### config.mk
export PLATFORM = sky130hd
export DESIGN_NAME = cstrip_top
export DESIGN_NICKNAME = d
export VERILOG_FILES = /design/src/shared/cstrip_pkg.sv /design/src/hw/cstrip_top.sv /design/src/hw/cstrip_sync.sv
export VERILOG_INCLUDE_DIRS = /design/src /design/src/shared
export SDC_FILE = /design/constraint.sdc
export NUM_CORES = 1
export LEC_CHECK = 0
export ABC_AREA = 1
export BUFFER_PORTS_ARGS = -buffer_cell sky130_fd_sc_hd__buf_4
export CORE_AREA = 8 8 150 152
export CTS_BUF_LIST = sky130_fd_sc_hd__clkbuf_2 sky130_fd_sc_hd__clkbuf_4 sky130_fd_sc_hd__clkbuf_8
export CTS_CLUSTER_DIAMETER = 30
export CTS_CLUSTER_SIZE = 8
export DETAILED_ROUTE_END_ITERATION = 10
export DIE_AREA = 0 0 158 160
export SYNTH_ARGS = -nofsm -noshare
export SYNTH_HDL_FRONTEND = slang
export SYNTH_SLANG_ARGS = --single-unit
### constraint.sdc
create_clock -name pclk -period 4 [get_ports pclk]
set_input_delay 0.6 -clock pclk [delete_from_list [all_inputs] [get_ports pclk]]
set_output_delay 0.6 -clock pclk [all_outputs]
set_load 0.05 [all_outputs]
### src/shared/cstrip_consts.svh
/*
 Timing counts, register offsets, field positions and reset values
 for the coast-stop and external-trip controller.
 Assumes a 250 MHz pclk; included by bare name.
*/
`ifndef CSTRIP_CONSTS_SVH
`define CSTRIP_CONSTS_SVH

`define CSTRIP_CLK_MHZ        250
`define CSTRIP_DELAY_UNIT_US  100
`define CSTRIP_TICK_CYCLES    (`CSTRIP_DELAY_UNIT_US * `CSTRIP_CLK_MHZ)

`define CSTRIP_OFF_CTRL       12'h000
`define CSTRIP_OFF_DELAY      12'h004
`define CSTRIP_OFF_STATUS     12'h008
`define CSTRIP_OFF_IRQ_STAT   12'h00c
`define CSTRIP_OFF_IRQ_MASK   12'h010
`define CSTRIP_OFF_ERROR      12'h014

`define CSTRIP_CTRL_SPEED_BIT    0
`define CSTRIP_CTRL_LOCKOUT_BIT  1
`define CSTRIP_CTRL_RESET_BIT    2

`define CSTRIP_IRQ_TRIP_BIT      0
`define CSTRIP_IRQ_COAST_BIT     1
`define CSTRIP_IRQ_RESUME_BIT    2

`define CSTRIP_ERR_NONE       8'h00
`define CSTRIP_ERR_EXT        8'h0c
`define CSTRIP_DELAY_RESET    16'h0000

`endif

### src/shared/cstrip_pkg.sv
/*
 Types for the coast-stop and external-trip controller.
 Assumes nothing beyond a SystemVerilog compiler.
*/
`default_nettype none
package cstrip_pkg;
   typedef enum logic [4:0] {
      CSTRIP_ST_STOP  = 5'b00001,
      CSTRIP_ST_RUN   = 5'b00010,
      CSTRIP_ST_COAST = 5'b00100,
      CSTRIP_ST_WAIT  = 5'b01000,
      CSTRIP_ST_TRIP  = 5'b10000
   } cstrip_state_t;
endpackage
`default_nettype wire

### src/hw/cstrip_top.sv
/*
 Coast-stop and external-trip controller of a motor drive, with an
 APB register slave and one level interrupt.
 Assumes terminal pins asynchronous to pclk; run and reset commands
 come from pins too; the output stage obeys drive_enable directly.
*/
`timescale 1ns/1ps
`default_nettype none
`include "cstrip_consts.svh"
module cstrip_top #(
   parameter int TICK_CYCLES = `CSTRIP_TICK_CYCLES
) (
   input  wire logic        pclk,
   input  wire logic        presetn,
   input  wire logic        ce,
   input  wire logic        psel,
   input  wire logic        penable,
   input  wire logic        pwrite,
   input  wire logic [11:0] paddr,
   input  wire logic [31:0] pwdata,
   output logic      [31:0] prdata,
   output logic             pready,
   output logic             pslverr,
   input  wire logic        coast_stop_input,
   input  wire logic        external_fault_input,
   input  wire logic        run_cmd,
   input  wire logic        reset_terminal,
   output logic             drive_enable,
   output logic             start_from_speed,
   output logic             decel_stop,
   output logic             alarm_out,
   output logic [7:0]       error_code,
   output logic             irq
);
   logic [3:0]  sync_q;
   logic        coast_s;
   logic        fault_s;
   logic        run_s;
   logic        rst_s;
   logic        fault_prev_ff;
   logic        run_prev_ff;
   logic        rst_prev_ff;
   logic        fault_rise;
   logic        run_rise;
   logic        rst_fall;
   logic        clear_req;
   logic        speed_sel_ff;
   logic        lockout_ff;
   logic        sw_reset_ff;
   logic [15:0] delay_ff;
   logic [2:0]  irq_stat_ff;
   logic [2:0]  irq_mask_ff;
   logic [2:0]  irq_evt;
   logic        armed_ff;
   logic [15:0] delay_cnt_ff;
   logic [31:0] tick_cnt_ff;
   logic        tick;
   logic        wr_en;
   logic        rd_en;
   logic        addr_ok;
   logic [31:0] nxt_prdata;
   cstrip_pkg::cstrip_state_t state_ff;
   cstrip_pkg::cstrip_state_t nxt_state;

   cstrip_sync #(.WIDTH(4)) u_sync (
      .pclk     (pclk),
      .presetn  (presetn),
      .ce       (ce),
      .async_in ({reset_terminal, run_cmd, external_fault_input,
                  coast_stop_input}),
      .sync_out (sync_q)
   );

   assign coast_s = sync_q[0];
   assign fault_s = sync_q[1];
   assign run_s   = sync_q[2];
   assign rst_s   = sync_q[3];

   // Edges from synchronised samples only
   always_ff @(posedge pclk or negedge presetn) begin
      if (!presetn) begin
         fault_prev_ff <= 1'b0;
         run_prev_ff   <= 1'b0;
         rst_prev_ff   <= 1'b0;
      end else if (ce) begin
         fault_prev_ff <= fault_s;
         run_prev_ff   <= run_s;
         rst_prev_ff   <= rst_s;
      end
   end
   assign fault_rise = fault_s & ~fault_prev_ff;
   assign run_rise   = run_s & ~run_prev_ff;
   assign rst_fall   = ~rst_s & rst_prev_ff;
   assign clear_req  = rst_s | sw_reset_ff;

   // APB: zero wait states, unmapped reads zero with an error
   assign wr_en = psel & penable & pwrite;
   assign rd_en = psel & ~penable & ~pwrite;
   always_comb begin
      addr_ok = 1'b1;
      case (paddr)
         `CSTRIP_OFF_CTRL:     nxt_prdata = {29'h0, sw_reset_ff,
                                             lockout_ff, speed_sel_ff};
         `CSTRIP_OFF_DELAY:    nxt_prdata = {16'h0, delay_ff};
         `CSTRIP_OFF_STATUS:   nxt_prdata = {24'h0, 3'h0, state_ff};
         `CSTRIP_OFF_IRQ_STAT: nxt_prdata = {29'h0, irq_stat_ff};
         `CSTRIP_OFF_IRQ_MASK: nxt_prdata = {29'h0, irq_mask_ff};
         `CSTRIP_OFF_ERROR:    nxt_prdata = {24'h0, error_code};
         default: begin
            nxt_prdata = 32'h0;
            addr_ok    = 1'b0;
         end
      endcase
   end

   always_ff @(posedge pclk or negedge presetn) begin
      if (!presetn) begin
         prdata  <= 32'h0;
         pslverr <= 1'b0;
         pready  <= 1'b0;
      end else if (ce) begin
         pready <= psel & ~penable;
         if (psel & ~penable) begin
            pslverr <= ~addr_ok;
         end
         if (rd_en) begin
            prdata <= nxt_prdata;
         end
      end
   end

   // Control registers
   always_ff @(posedge pclk or negedge presetn) begin
      if (!presetn) begin
         speed_sel_ff <= 1'b0;
         lockout_ff   <= 1'b0;
         sw_reset_ff  <= 1'b0;
         delay_ff     <= `CSTRIP_DELAY_RESET;
         irq_mask_ff  <= 3'h0;
      end else if (ce && wr_en && pready) begin
         case (paddr)
            `CSTRIP_OFF_CTRL: begin
               speed_sel_ff <= pwdata[`CSTRIP_CTRL_SPEED_BIT];
               lockout_ff   <= pwdata[`CSTRIP_CTRL_LOCKOUT_BIT];
               sw_reset_ff  <= pwdata[`CSTRIP_CTRL_RESET_BIT];
            end
            `CSTRIP_OFF_DELAY:    delay_ff    <= pwdata[15:0];
            `CSTRIP_OFF_IRQ_MASK: irq_mask_ff <= pwdata[2:0];
            default: ;
         endcase
      end
   end

   // Sticky status, write one to clear; a new event wins over clear
   assign irq_evt[`CSTRIP_IRQ_TRIP_BIT]   = (nxt_state ==
                                            cstrip_pkg::CSTRIP_ST_TRIP) &&
                                           (state_ff !=
                                            cstrip_pkg::CSTRIP_ST_TRIP);
   assign irq_evt[`CSTRIP_IRQ_COAST_BIT]  = (nxt_state ==
                                            cstrip_pkg::CSTRIP_ST_COAST) &&
                                           (state_ff ==
                                            cstrip_pkg::CSTRIP_ST_RUN);
   assign irq_evt[`CSTRIP_IRQ_RESUME_BIT] = (nxt_state ==
                                            cstrip_pkg::CSTRIP_ST_RUN) &&
                                           (state_ff !=
                                            cstrip_pkg::CSTRIP_ST_RUN);
   always_ff @(posedge pclk or negedge presetn) begin
      if (!presetn) begin
         irq_stat_ff <= 3'h0;
      end else if (ce) begin
         if (wr_en && pready && paddr == `CSTRIP_OFF_IRQ_STAT) begin
            irq_stat_ff <= (irq_stat_ff & ~pwdata[2:0]) | irq_evt;
         end else begin
            irq_stat_ff <= irq_stat_ff | irq_evt;
         end
      end
   end
   always_ff @(posedge pclk or negedge presetn) begin
      if (!presetn) begin
         irq <= 1'b0;
      end else if (ce) begin
         irq <= |(irq_stat_ff & irq_mask_ff);
      end
   end

   // Delay base tick, counts units of the restart delay
   always_ff @(posedge pclk or negedge presetn) begin
      if (!presetn) begin
         tick_cnt_ff <= 32'h0;
      end else if (ce) begin
         if (state_ff != cstrip_pkg::CSTRIP_ST_WAIT || tick) begin
            tick_cnt_ff <= 32'h0;
         end else begin
            tick_cnt_ff <= tick_cnt_ff + 32'h1;
         end
      end
   end
   assign tick = (tick_cnt_ff == 32'(TICK_CYCLES - 1));

   // Operating state
   always_comb begin
      nxt_state = state_ff;
      case (state_ff)
         cstrip_pkg::CSTRIP_ST_STOP: begin
            if (run_s && armed_ff && !coast_s && !clear_req) begin
               nxt_state = cstrip_pkg::CSTRIP_ST_RUN;
            end
         end
         cstrip_pkg::CSTRIP_ST_RUN: begin
            if (coast_s) begin
               nxt_state = cstrip_pkg::CSTRIP_ST_COAST;
            end else if (!run_s) begin
               nxt_state = cstrip_pkg::CSTRIP_ST_STOP;
            end
         end
         cstrip_pkg::CSTRIP_ST_COAST: begin
            if (!coast_s) begin
               if (!run_s) begin
                  nxt_state = cstrip_pkg::CSTRIP_ST_STOP;
               end else if (delay_ff == 16'h0) begin
                  nxt_state = cstrip_pkg::CSTRIP_ST_RUN;
               end else begin
                  nxt_state = cstrip_pkg::CSTRIP_ST_WAIT;
               end
            end
         end
         cstrip_pkg::CSTRIP_ST_WAIT: begin
            if (coast_s) begin
               nxt_state = cstrip_pkg::CSTRIP_ST_COAST;
            end else if (!run_s) begin
               nxt_state = cstrip_pkg::CSTRIP_ST_STOP;
            end else if (delay_ff == 16'h0 ||
                         (tick && delay_cnt_ff >= delay_ff - 16'h1)) begin
               nxt_state = cstrip_pkg::CSTRIP_ST_RUN;
            end
         end
         cstrip_pkg::CSTRIP_ST_TRIP: begin
            if (clear_req) begin
               nxt_state = cstrip_pkg::CSTRIP_ST_STOP;
            end
         end
         default: nxt_state = cstrip_pkg::CSTRIP_ST_STOP;
      endcase
      // Trip outranks everything except an active clear
      if (fault_rise && !clear_req) begin
         nxt_state = cstrip_pkg::CSTRIP_ST_TRIP;
      end
   end

   always_ff @(posedge pclk or negedge presetn) begin
      if (!presetn) begin
         state_ff <= cstrip_pkg::CSTRIP_ST_STOP;
      end else if (ce) begin
         state_ff <= nxt_state;
      end
   end

   always_ff @(posedge pclk or negedge presetn) begin
      if (!presetn) begin
         delay_cnt_ff <= 16'h0;
      end else if (ce) begin
         if (state_ff != cstrip_pkg::CSTRIP_ST_WAIT) begin
            delay_cnt_ff <= 16'h0;
         end else if (tick) begin
            delay_cnt_ff <= delay_cnt_ff + 16'h1;
         end
      end
   end

   // Restart permission after a cleared trip; lockout needs fresh intent
   always_ff @(posedge pclk or negedge presetn) begin
      if (!presetn) begin
         armed_ff <= 1'b1;
      end else if (ce) begin
         if (nxt_state == cstrip_pkg::CSTRIP_ST_TRIP) begin
            armed_ff <= 1'b0;
         end else if (state_ff == cstrip_pkg::CSTRIP_ST_TRIP) begin
            armed_ff <= 1'b0;
         end else if (!rst_s && (!lockout_ff || run_rise || rst_fall ||
                                 !run_s)) begin
            armed_ff <= 1'b1;
         end
      end
   end

   // Outputs, each from a flop
   always_ff @(posedge pclk or negedge presetn) begin
      if (!presetn) begin
         drive_enable     <= 1'b0;
         start_from_speed <= 1'b0;
         decel_stop       <= 1'b0;
      end else if (ce) begin
         drive_enable <= (nxt_state == cstrip_pkg::CSTRIP_ST_RUN);
         if (nxt_state == cstrip_pkg::CSTRIP_ST_RUN &&
             state_ff != cstrip_pkg::CSTRIP_ST_RUN) begin
            start_from_speed <= speed_sel_ff &
                                (state_ff != cstrip_pkg::CSTRIP_ST_STOP);
         end
         decel_stop <= (state_ff == cstrip_pkg::CSTRIP_ST_RUN) &&
                       (nxt_state == cstrip_pkg::CSTRIP_ST_STOP);
      end
   end

   // Alarm and error held until a clear; fault release changes nothing
   always_ff @(posedge pclk or negedge presetn) begin
      if (!presetn) begin
         alarm_out  <= 1'b0;
         error_code <= `CSTRIP_ERR_NONE;
      end else if (ce) begin
         if (nxt_state == cstrip_pkg::CSTRIP_ST_TRIP) begin
            alarm_out  <= 1'b1;
            error_code <= `CSTRIP_ERR_EXT;
         end else if (clear_req) begin
            alarm_out  <= 1'b0;
            error_code <= `CSTRIP_ERR_NONE;
         end
      end
   end
endmodule
`default_nettype wire

### src/hw/cstrip_sync.sv
/*
 Two-flop synchroniser, one per bit, for terminal inputs.
 Assumes inputs asynchronous to pclk; freezes while ce is low.
*/
`timescale 1ns/1ps
`default_nettype none
module cstrip_sync #(
   parameter int WIDTH = 2
) (
   input  wire logic             pclk,
   input  wire logic             presetn,
   input  wire logic             ce,
   input  wire logic [WIDTH-1:0] async_in,
   output logic      [WIDTH-1:0] sync_out
);
   logic [WIDTH-1:0] meta_ff;

   genvar i;
   generate
      for (i = 0; i < WIDTH; i++) begin : g_bit
         always_ff @(posedge pclk or negedge presetn) begin
            if (!presetn) begin
               meta_ff[i]  <= 1'b0;
               sync_out[i] <= 1'b0;
            end else if (ce) begin
               meta_ff[i]  <= async_in[i];
               sync_out[i] <= meta_ff[i];
            end
         end
      end
   endgenerate
endmodule
`default_nettype wire

Yosys cells after proc, flatten, opt, wreduce, memory -nomap -nowiden
Index checks and enable logic that the tools add are counted.
- register bits: 137
- output and inout port bits: 47
- logic and storage cells: 138
- add/subtract/negate cells: 3
- order comparisons: 1
- equality and inequality tests: 19
- multiplexer cells: 25
- bitwise logic cells: 20
- reduce and logical (&&, ||, !) cells: 40
- operators by type and width (cell ; count):
    one-hot mux 16 bit (6 select lines) ; 1
    two-way mux 5 bit ; 9
    adder 32 x 1 -> 32 bit (second input constant) ; 1
    == test 32 x 15 -> 1 bit (second input constant) ; 1
    two-way mux 16 bit ; 2
    two-way mux 32 bit ; 1
    one-hot mux 5 bit (5 select lines) ; 1
    == test 12 x 4 -> 1 bit (second input constant) ; 2
    == test 12 x 5 -> 1 bit (second input constant) ; 2
    AND reduction 2 bit ; 9
    adder 16 x 1 -> 16 bit (second input constant) ; 1
    greater-or-equal comparator 16 bit ; 1
    logical NOT 16 bit ; 1
    two-way mux 8 bit ; 2
    subtractor 16 x 1 -> 16 bit (second input constant) ; 1
    logical AND 1 bit ; 14
    == test 12 x 3 -> 1 bit (second input constant) ; 1
    logical NOT 12 bit ; 1
    == test 5 x 1 -> 1 bit (second input constant) ; 2
    == test 5 x 2 -> 1 bit (second input constant) ; 2
    == test 5 x 3 -> 1 bit (second input constant) ; 2
    == test 5 bit (second input constant) ; 2
    bitwise AND 1 bit ; 8
    two-way mux 4 bit ; 2
    other kinds (18) ; 39

Depth between registers and ports, before layout
Gate-level depths: netlist (run 1).
- depth after elaboration: 13
- gate-level depth with buffers: 23

Modules after synthesis
From an unflattened synthesis (run 1), not the netlist that was laid out.
- cells, all modules: 846
- area total of the unflattened synthesis: 6651.4 µm²
- modules (own cells, without submodules) (module ; instances ; cells each ; area an instance (µm²) ; sequential area each (µm²)):
    cstrip_top ; 1 ; 812 ; 6346.1 ; 2630.0
    cstrip_sync ; 1 ; 34 ; 305.3 ; 200.2

Worst setup path after synthesis (run 1)
No wires, ideal clock.
- path kind: flip-flop to flip-flop
- from: register delay_ff[2]
- to: register start_from_speed
- arrival time: 2.615 ns
- data required time: 3.881 ns
- setup slack: 1.266 ns
- cell stages (with the launch flop): 21
- period minus slack after synthesis: 2.734 ns
- cells stage by stage: dfrtp_1 -> nor2_1 -> nand3_1 -> nor4_1 -> nand4_1 -> nor2_1 -> nand2_1 -> xor2_1 -> inv_1 -> ha_1 -> nand2_1 -> nor3_1 -> nand2_1 -> nand2_1 -> nand2_1 -> nand3_1 -> nand2_1 -> nand2_1 -> nand4_1 -> nand2_1 -> nand2_1
- longest elaborated chain between the ends: 12
- elaborated cells between the ends (all ways): 16
- those cells by class: add/sub: 1; order compare: 1; eq/ne: 1; mux: 8; reduce/logical: 5
- RTL lines (item ; RTL line ; source):
    from (decl) ; cstrip_top.sv:50 ; logic [15:0] delay_ff;
    from (signal assigned) ; cstrip_top.sv:138 ; delay_ff <= `CSTRIP_DELAY_RESET;
    from (signal assigned) ; cstrip_top.sv:147 ; `CSTRIP_OFF_DELAY: delay_ff <= pwdata[15:0];
    subtractor 16 x 1 -> 16 bit ; cstrip_top.sv:233 ; (tick && delay_cnt_ff >= delay_ff - 16'h1)) begin
    greater-or-equal comparator 16 bit ; cstrip_top.sv:233 ;
    logical AND 1 bit ; cstrip_top.sv:233 ;
    logical OR 1 bit ; cstrip_top.sv:232 ; end else if (delay_ff == 16'h0 ||
    two-way mux 5 bit ; cstrip_top.sv:232 ;
    two-way mux 5 bit ; cstrip_top.sv:230 ; end else if (!run_s) begin
    two-way mux 5 bit ; cstrip_top.sv:228 ; if (coast_s) begin
    one-hot mux 5 bit (5 select lines) (*) ; cstrip_top.sv:203 ; case (state_ff)
    two-way mux 5 bit (*) ; cstrip_top.sv:245 ; if (fault_rise && !clear_req) begin
    == test 5 x 2 -> 1 bit (*) ; cstrip_top.sv:294 ; if (nxt_state == cstrip_pkg::CSTRIP_ST_RUN &&
    logical AND 1 bit (*) ; cstrip_top.sv:294 ;
    AND reduction 2 bit (no line) (*) ; - ;
    to (signal assigned) ; cstrip_top.sv:296 ; start_from_speed <= speed_sel_ff &
    to (decl) ; cstrip_top.sv:29 ; output logic start_from_speed,
Mark *: on every way between the ends. The rest lies on a longest branch, timed or not.
A chain may end at the register's enable or synchronous reset.

Final worst setup path (run 1)
Same ends and word-level chain as after synthesis.

==> flow_summary_export.csv, run 1 <==
group,metric,value,unit
synth,syn_area_per_cell,7.907,um2
critical_path,start_kind,"flip-flop",
timing,drv_slew,0,
floorplanning,core_area,0.02004,mm2
synth,yosysWarnings,0,
synth,synth_edf_count,0,
synth,async_flop_share,1.000,
timing,setup_tns,0,ns
critical_path,endpoint_kind,"flip-flop",
cells_and_area,seq_area,0.002830,mm2
global_routing,overflow,0,
cts,clk_pin_slew,0.08,ns
cts,cts_setup_buffers,0,
global_routing,grt_max_degree,67,
route,viasPerCell,4.776,
global_routing,grt_pass1_vias,5683,
synth,ys_dominant_reg_cell,"dfrtp_1",
floorplanning,die_area,0.02528,mm2
synth,syn_inst,870,
critical_path,crit_top_cell,"nand2_1",
synth,ys_seq_area_frac,0.4114,
global_routing,grt_antenna_before_repair,0,
floorplanning,start_util,0.3433,
floorplanning,die_y,160,um
cts,cts_buffers,17,
critical_path,r2r_slack,0.79,ns
synth,yosys_register_bits,113,
placed_design,dpl.hpwl,12010,um
cells_and_area,multi_input_area,0.003372,mm2
job,max-cap-violations,0,
cells_and_area,layout_commonest_cell,"nand2_1",
cts,cts_hold_buf,0,
route,drt_iter0_drc,354,
synth,synth_cell_types,50,
route,routed_wirelength,15960,um
min_path,min_path_type,"input port to async pin",
placed_design,place_congestion,0.8403,
cts,cts_tree,"done",
cts,postCtsResizedCells,0,
power_and_ir_drop,vdd_drop_max,0.2890,mV
timing,worst_slew_pin_slew,0.8554,ns
critical_path,cpMaxStageDelayCell,"nor4_1",
floorplanning,pin_count,101,
cts,clock-sinks,113,
cts,cts_max_level,4,
timing,slew_headroom,0.4297,
cells_and_area,final_cell_mix,"nand2_1 (167), inv_1 (111), dfrtp_1 (111)",
status,status,"complete, no violations",
route,detail_route.first_pass.iterations,5,
timing,final.min_clock_period,3.205,ns
floorplanning,dieWidth,158,um
timing,rsz0062_at_grt,"no",
cells_and_area,syn_to_final_growth,14.62,%
global_routing,grt_pass1_wl,26940,um
cts,clock_latency,0.45,ns
cells_and_area,fin_nets,1007,
timing,fmax,312.0,MHz
cells_and_area,diodes,0,
timing,setup_viol,0,
floorplanning,row_count,52,
route,drtAntennaViolNets,0,
timing,layout_setup_ws,0.7949,ns
route,drcViolationCount,0,
critical_path,critPathMaxFanout,4,
global_routing,grtUsageTotal,0.1304,
route,vias,5813,
critical_path,crit_chain,"nor2_1 > nand3_1 > nor4_1 > nand4_1 > nor2_1 > nand2_1 > xor2_1 > inv_1 > ha_1 > nand2_1 > o21ai_0 > a21oi_1 > nand2_1 > nand2_1 > nand3_1 > nand2_1 > nand2_1 > nand4_1 > nand2_1 > nand2_1",
placed_design,port_buffers,62,
timing,clock_skew,0.01491,ns
critical_path,criticalPathCategory,"flip-flop to flip-flop",
cells_and_area,fin_util,0.3935,
power_and_ir_drop,p_per_area,326.7,mW/mm2
synth,syn_area,0.006879,mm2
critical_path,critPathMaxStageDelay,0.44,ns
power_and_ir_drop,p_leak,3.863,nW
cts,cts_buffer_depth,2,
timing,period_share,0.8013,
critical_path,cp.arrival,3.54,ns
cells_and_area,final_layout_size_suffix_gt1_frac,0.1690,
placed_design,post-place-ws,0.8155,ns
cells_and_area,fillers,2122,
route,avgRoutedWirePerCell,13.12,um
cts,cts-root-buf,"clkbuf_8",
timing,finalHoldViolCount,0,
critical_path,crit_required,4.33,ns
## cell usage after synthesis (5+ instances only)
cell type / n / area [um2]
xor2_1: 22 / 192.7
o31ai_1: 14 / 105.1
inv_1: 111 / 416.7
buf_4: 24 / 180.2
o21ai_1: 5 / 25.02
o21ai_0: 53 / 265.3
nor2_4: 7 / 78.83
nand3_1: 45 / 225.2
o31ai_2: 5 / 62.56
ha_1: 19 / 237.7
dfrtp_1: 111 / 2778
clkbuf_1: 13 / 48.80
nor3_2: 5 / 50.05
nor4_1: 6 / 37.54
o22ai_1: 8 / 50.05
nor3_1: 35 / 175.2
nand2_2: 12 / 75.07
inv_2: 10 / 37.54
a21oi_1: 36 / 180.2
nand2_1: 167 / 626.9
nand4_1: 27 / 168.9
nor2_1: 87 / 326.6
## worst paths after layout
kind,from,depth (start not counted),endpoint
min reg2reg,u_sync.meta_ff[0],2,u_sync.meta_ff[0]
max reg2reg,delay_ff[2],20,start_from_speed
min in group pclk,run_cmd,3,u_sync.meta_ff[2]
max in group asynchronous,presetn,2,armed_ff
max,delay_ff[2],20,start_from_speed
min,presetn,1,tick_cnt_ff[18]
## sequential cells by signal, indices dropped and copies added, names as in the netlist, 3 cells and up
register / cells
u_sync.meta_ff: 4
irq_mask_ff: 3
delay_ff: 16
tick_cnt_ff: 32
irq_stat_ff: 3
state_ff: 5
delay_cnt_ff: 16
u_sync.sync_out: 4
prdata: 16
## per-stage QoR
step	hold slack, ns	area (um2)	power [W]	instances
final	0.2458	7885	0.002576	1217
after floorplan	0.3044	6958	0.001477	891
after global routing	0.2885	7885	0.002697	1217
after detailed placement	0.4630	7506	0.001567	1185
after global placement	0.4589	7506	0.001564	1185
after CTS	0.2670	7885	0.002619	1217
## worst max-delay path: cells and delay by family, from the launching register on
family	cells	cell delay [ns]
fa+ha+maj	1	0.28
flops	1	0.42
xor+xnor	1	0.14
buf+inv	1	0.06
compound gates	2	0.25
simple gates	15	1.94
## cell families after synthesis
logic type | synth area share
fa+ha+maj | 0.03456
buf+inv | 0.1099
other cells | 0.0005451
xor+xnor | 0.03310
simple gates | 0.2954
flops | 0.4114
compound gates | 0.1151
## metal layers
layer | GRT usage | up-vias | wire length [um]
li1 | - | 2962 | -
met1 | 0.1665 | 2698 | 7436
met2 | 0.2124 | 139 | 7623
met3 | 0.02834 | 14 | 731
met4 | 0.04631 | 0 | 172
met5 | 0 | - | 0
## cell type report
| type | instances | share of cell area |
|---|---|---|
| clock inverters | 12 | 0.01396 |
| repair buffers | 67 | 0.06379 |
| inverters | 122 | 0.05871 |
| well taps | 270 | 0.04284 |
| clock buffers | 20 | 0.03412 |
| multi-input cells | 613 | 0.4276 |
| flip-flops and latches | 113 | 0.3589 |
## power breakdown
part,total (W),internal (W),switching [W]
Clock,0.00103,0.000530,0.000504
Combinational,0.000324,0.0000861,0.000238
Sequential,0.00122,0.00118,0.0000334
Total,0.00258,0.00180,0.000775
No activity file was read; power rests on OpenSTA's default activity.
==> run 2, diff against run 1 <==
Clock period 4 ns to 3.25 ns, I/O delays scaled along.
==> flow_summary_export.csv, run 2 (synthesis results as in run 1) <==
group,metric,value,unit
status,status,"complete, no violations",
route,drtAntennaViolNets,0,
global_routing,grt_pass1_vias,5697,
power_and_ir_drop,p_per_area,418.9,mW/mm2
critical_path,r2r_end,"start_from_speed",
timing,period_share,0.9184,
placed_design,post-place-ws,0.1046,ns
floorplanning,start_util,0.3433,
cts,clk_pin_slew,0.07,ns
timing,finalHoldViolCount,0,
timing,fmax,335.0,MHz
global_routing,grtUsageTotal,0.1322,
cells_and_area,final_layout_size_suffix_gt1_frac,0.1895,
timing,worst_slew_pin_slew,0.8621,ns
route,vias,5844,
critical_path,rr_startpoint,"delay_ff[1]",
route,routed_wirelength,16180,um
cells_and_area,diodes,0,
critical_path,endpoint_kind,"flip-flop",
timing,clock_skew,0.01456,ns
min_path,hold_depth,3,
cts,cts_buffer_depth,2,
timing,slew_headroom,0.4246,
route,avgRoutedWirePerCell,13.21,um
power_and_ir_drop,power.total,0.003388,W
cells_and_area,largest_register_ffs,32,
cts,cts_buffers,17,
global_routing,grt_max_degree,57,
cells_and_area,fin_nets,1015,
critical_path,cp.arrival,3.32,ns
floorplanning,dieWidth,158,um
job,max-cap-violations,0,
floorplanning,die_area,0.02528,mm2
route,viasPerCell,4.771,
global_routing,overflow,0,
power_and_ir_drop,vdd_drop_max,0.3434,mV
floorplanning,row_count,52,
placed_design,port_buffers,62,
placed_design,dpl.hpwl,12040,um
floorplanning,die_y,160,um
critical_path,start_kind,"flip-flop",
floorplanning,pin_count,101,
critical_path,r2r_slack,0.27,ns
global_routing,grt_pass1_wl,27340,um
min_path,min_from,"reset_terminal",
timing,layout_setup_ws,0.2653,ns
cells_and_area,syn_to_final_growth,17.59,%
route,detail_route.first_pass.iterations,5,
route,drcViolationCount,0,
min_path,worstHoldEndpoint,"u_sync.meta_ff[3]",
critical_path,crit_start,"delay_ff[1]",
timing,setup_viol,0,
cts,clock_latency,0.45,ns
cells_and_area,fin_cells,1225,
cells_and_area,final_area,0.008089,mm2
critical_path,crit_required,3.59,ns
critical_path,criticalPathCategory,"flip-flop to flip-flop",
cts,clock-sinks,113,
cts,cts-root-buf,"clkbuf_8",
cts,cts_tree,"done",
timing,drv_slew,0,
cells_and_area,final_cell_mix,"nand2_1 (164), dfrtp_1 (111), inv_1 (109)",
critical_path,reg2reg_depth,21,
placed_design,place_area,0.007526,mm2
min_path,min_path_type,"input port to flip-flop",
placed_design,dpl.cell_count,1186,
timing,final.min_clock_period,2.985,ns
cells_and_area,top_register,"tick_cnt_ff",
floorplanning,core_area,0.02004,mm2
route,drt_iter0_drc,396,
power_and_ir_drop,p_leak,3.937,nW
critical_path,critPathMaxFanout,3,
placed_design,place_congestion,0.8391,
cells_and_area,layout_commonest_cell,"nand2_1",
global_routing,grt_antenna_before_repair,0,
cts,cts_max_level,4,
-- run 2: through the flow --
stage	TNS [ns]	util	hold slack, ns
after floorplan	0	-	0.1919
after global placement	0	0.3756	0.4074
after detailed placement	0	0.3756	0.4087
after CTS	0	0.3982	0.2142
after global routing	-0.2066	0.4037	0.2368
final	0	0.4037	0.2380
-- run 2: routing by layer --
layer | global-route usage | vias to the layer above | wire length [um]
met3 | 0.02240 | 15 | 571
met4 | 0.04889 | 0 | 226
met1 | 0.1748 | 2761 | 7675
li1 | - | 2979 | -
met5 | 0 | - | 0
met2 | 0.2120 | 89 | 7711
-- run 2: worst max-delay path, cell delays in order (launching register included) --
cell and delay [ns]:
dfrtp_1 0.40, nor2_2 0.15, nand3_2 0.13, nor4_4 0.26
buf_4 0.16, nand4_1 0.11, nor2_2 0.17, nand2_1 0.07
xor2_1 0.13, inv_1 0.06, ha_1 0.28, nand2_1 0.10
nor3_2 0.17, nand2_1 0.08, nand2_2 0.08, nand2_1 0.07
nand3_1 0.07, nand2_1 0.07, nand2_2 0.07, nand4_1 0.11
nand2_1 0.09, nand2_1 0.05
-- run 2: where the power goes --
group	internal, W	total [W]	switching, W
logic	0.000108	0.000401	0.000293
registers	0.00146	0.00150	0.0000421
clock network	0.000842	0.00149	0.000645
total	0.00241	0.00339	0.000980
-- run 2: worst max-delay path by stage --
| stage | to | depth (start not counted) | slack (ns) |
|---|---|---|---|
| finish | start_from_speed | 21 | 0.27 |
| global route | start_from_speed | 21 | -0.08 |
| CTS | start_from_speed | 23 | 0.07 |
| detailed placement | start_from_speed | 23 | 0.10 |
| global placement | start_from_speed | 23 | 0.18 |
| floorplan | start_from_speed | 20 | 0.52 |
-- run 2: repair_timing --
item / 4_1_cts / 5_1_grt
hold buffers: 1 / 0
gates resized for setup: 0 / 18
setup buffers: 0 / 6
endpoints found under the setup margin: 0 / 5
endpoints found under the hold margin: 20 / 0
-- run 2: layout make-up --
cell class,count,area [um2]
clock buffer,17,234.0
multi-input combinational,613,3437
sequential,113,2830
inverter,122,462.9
timing repair buffer,75,578.1
clock inverter,15,209.0
tap,270,337.8
fill,2110,11950
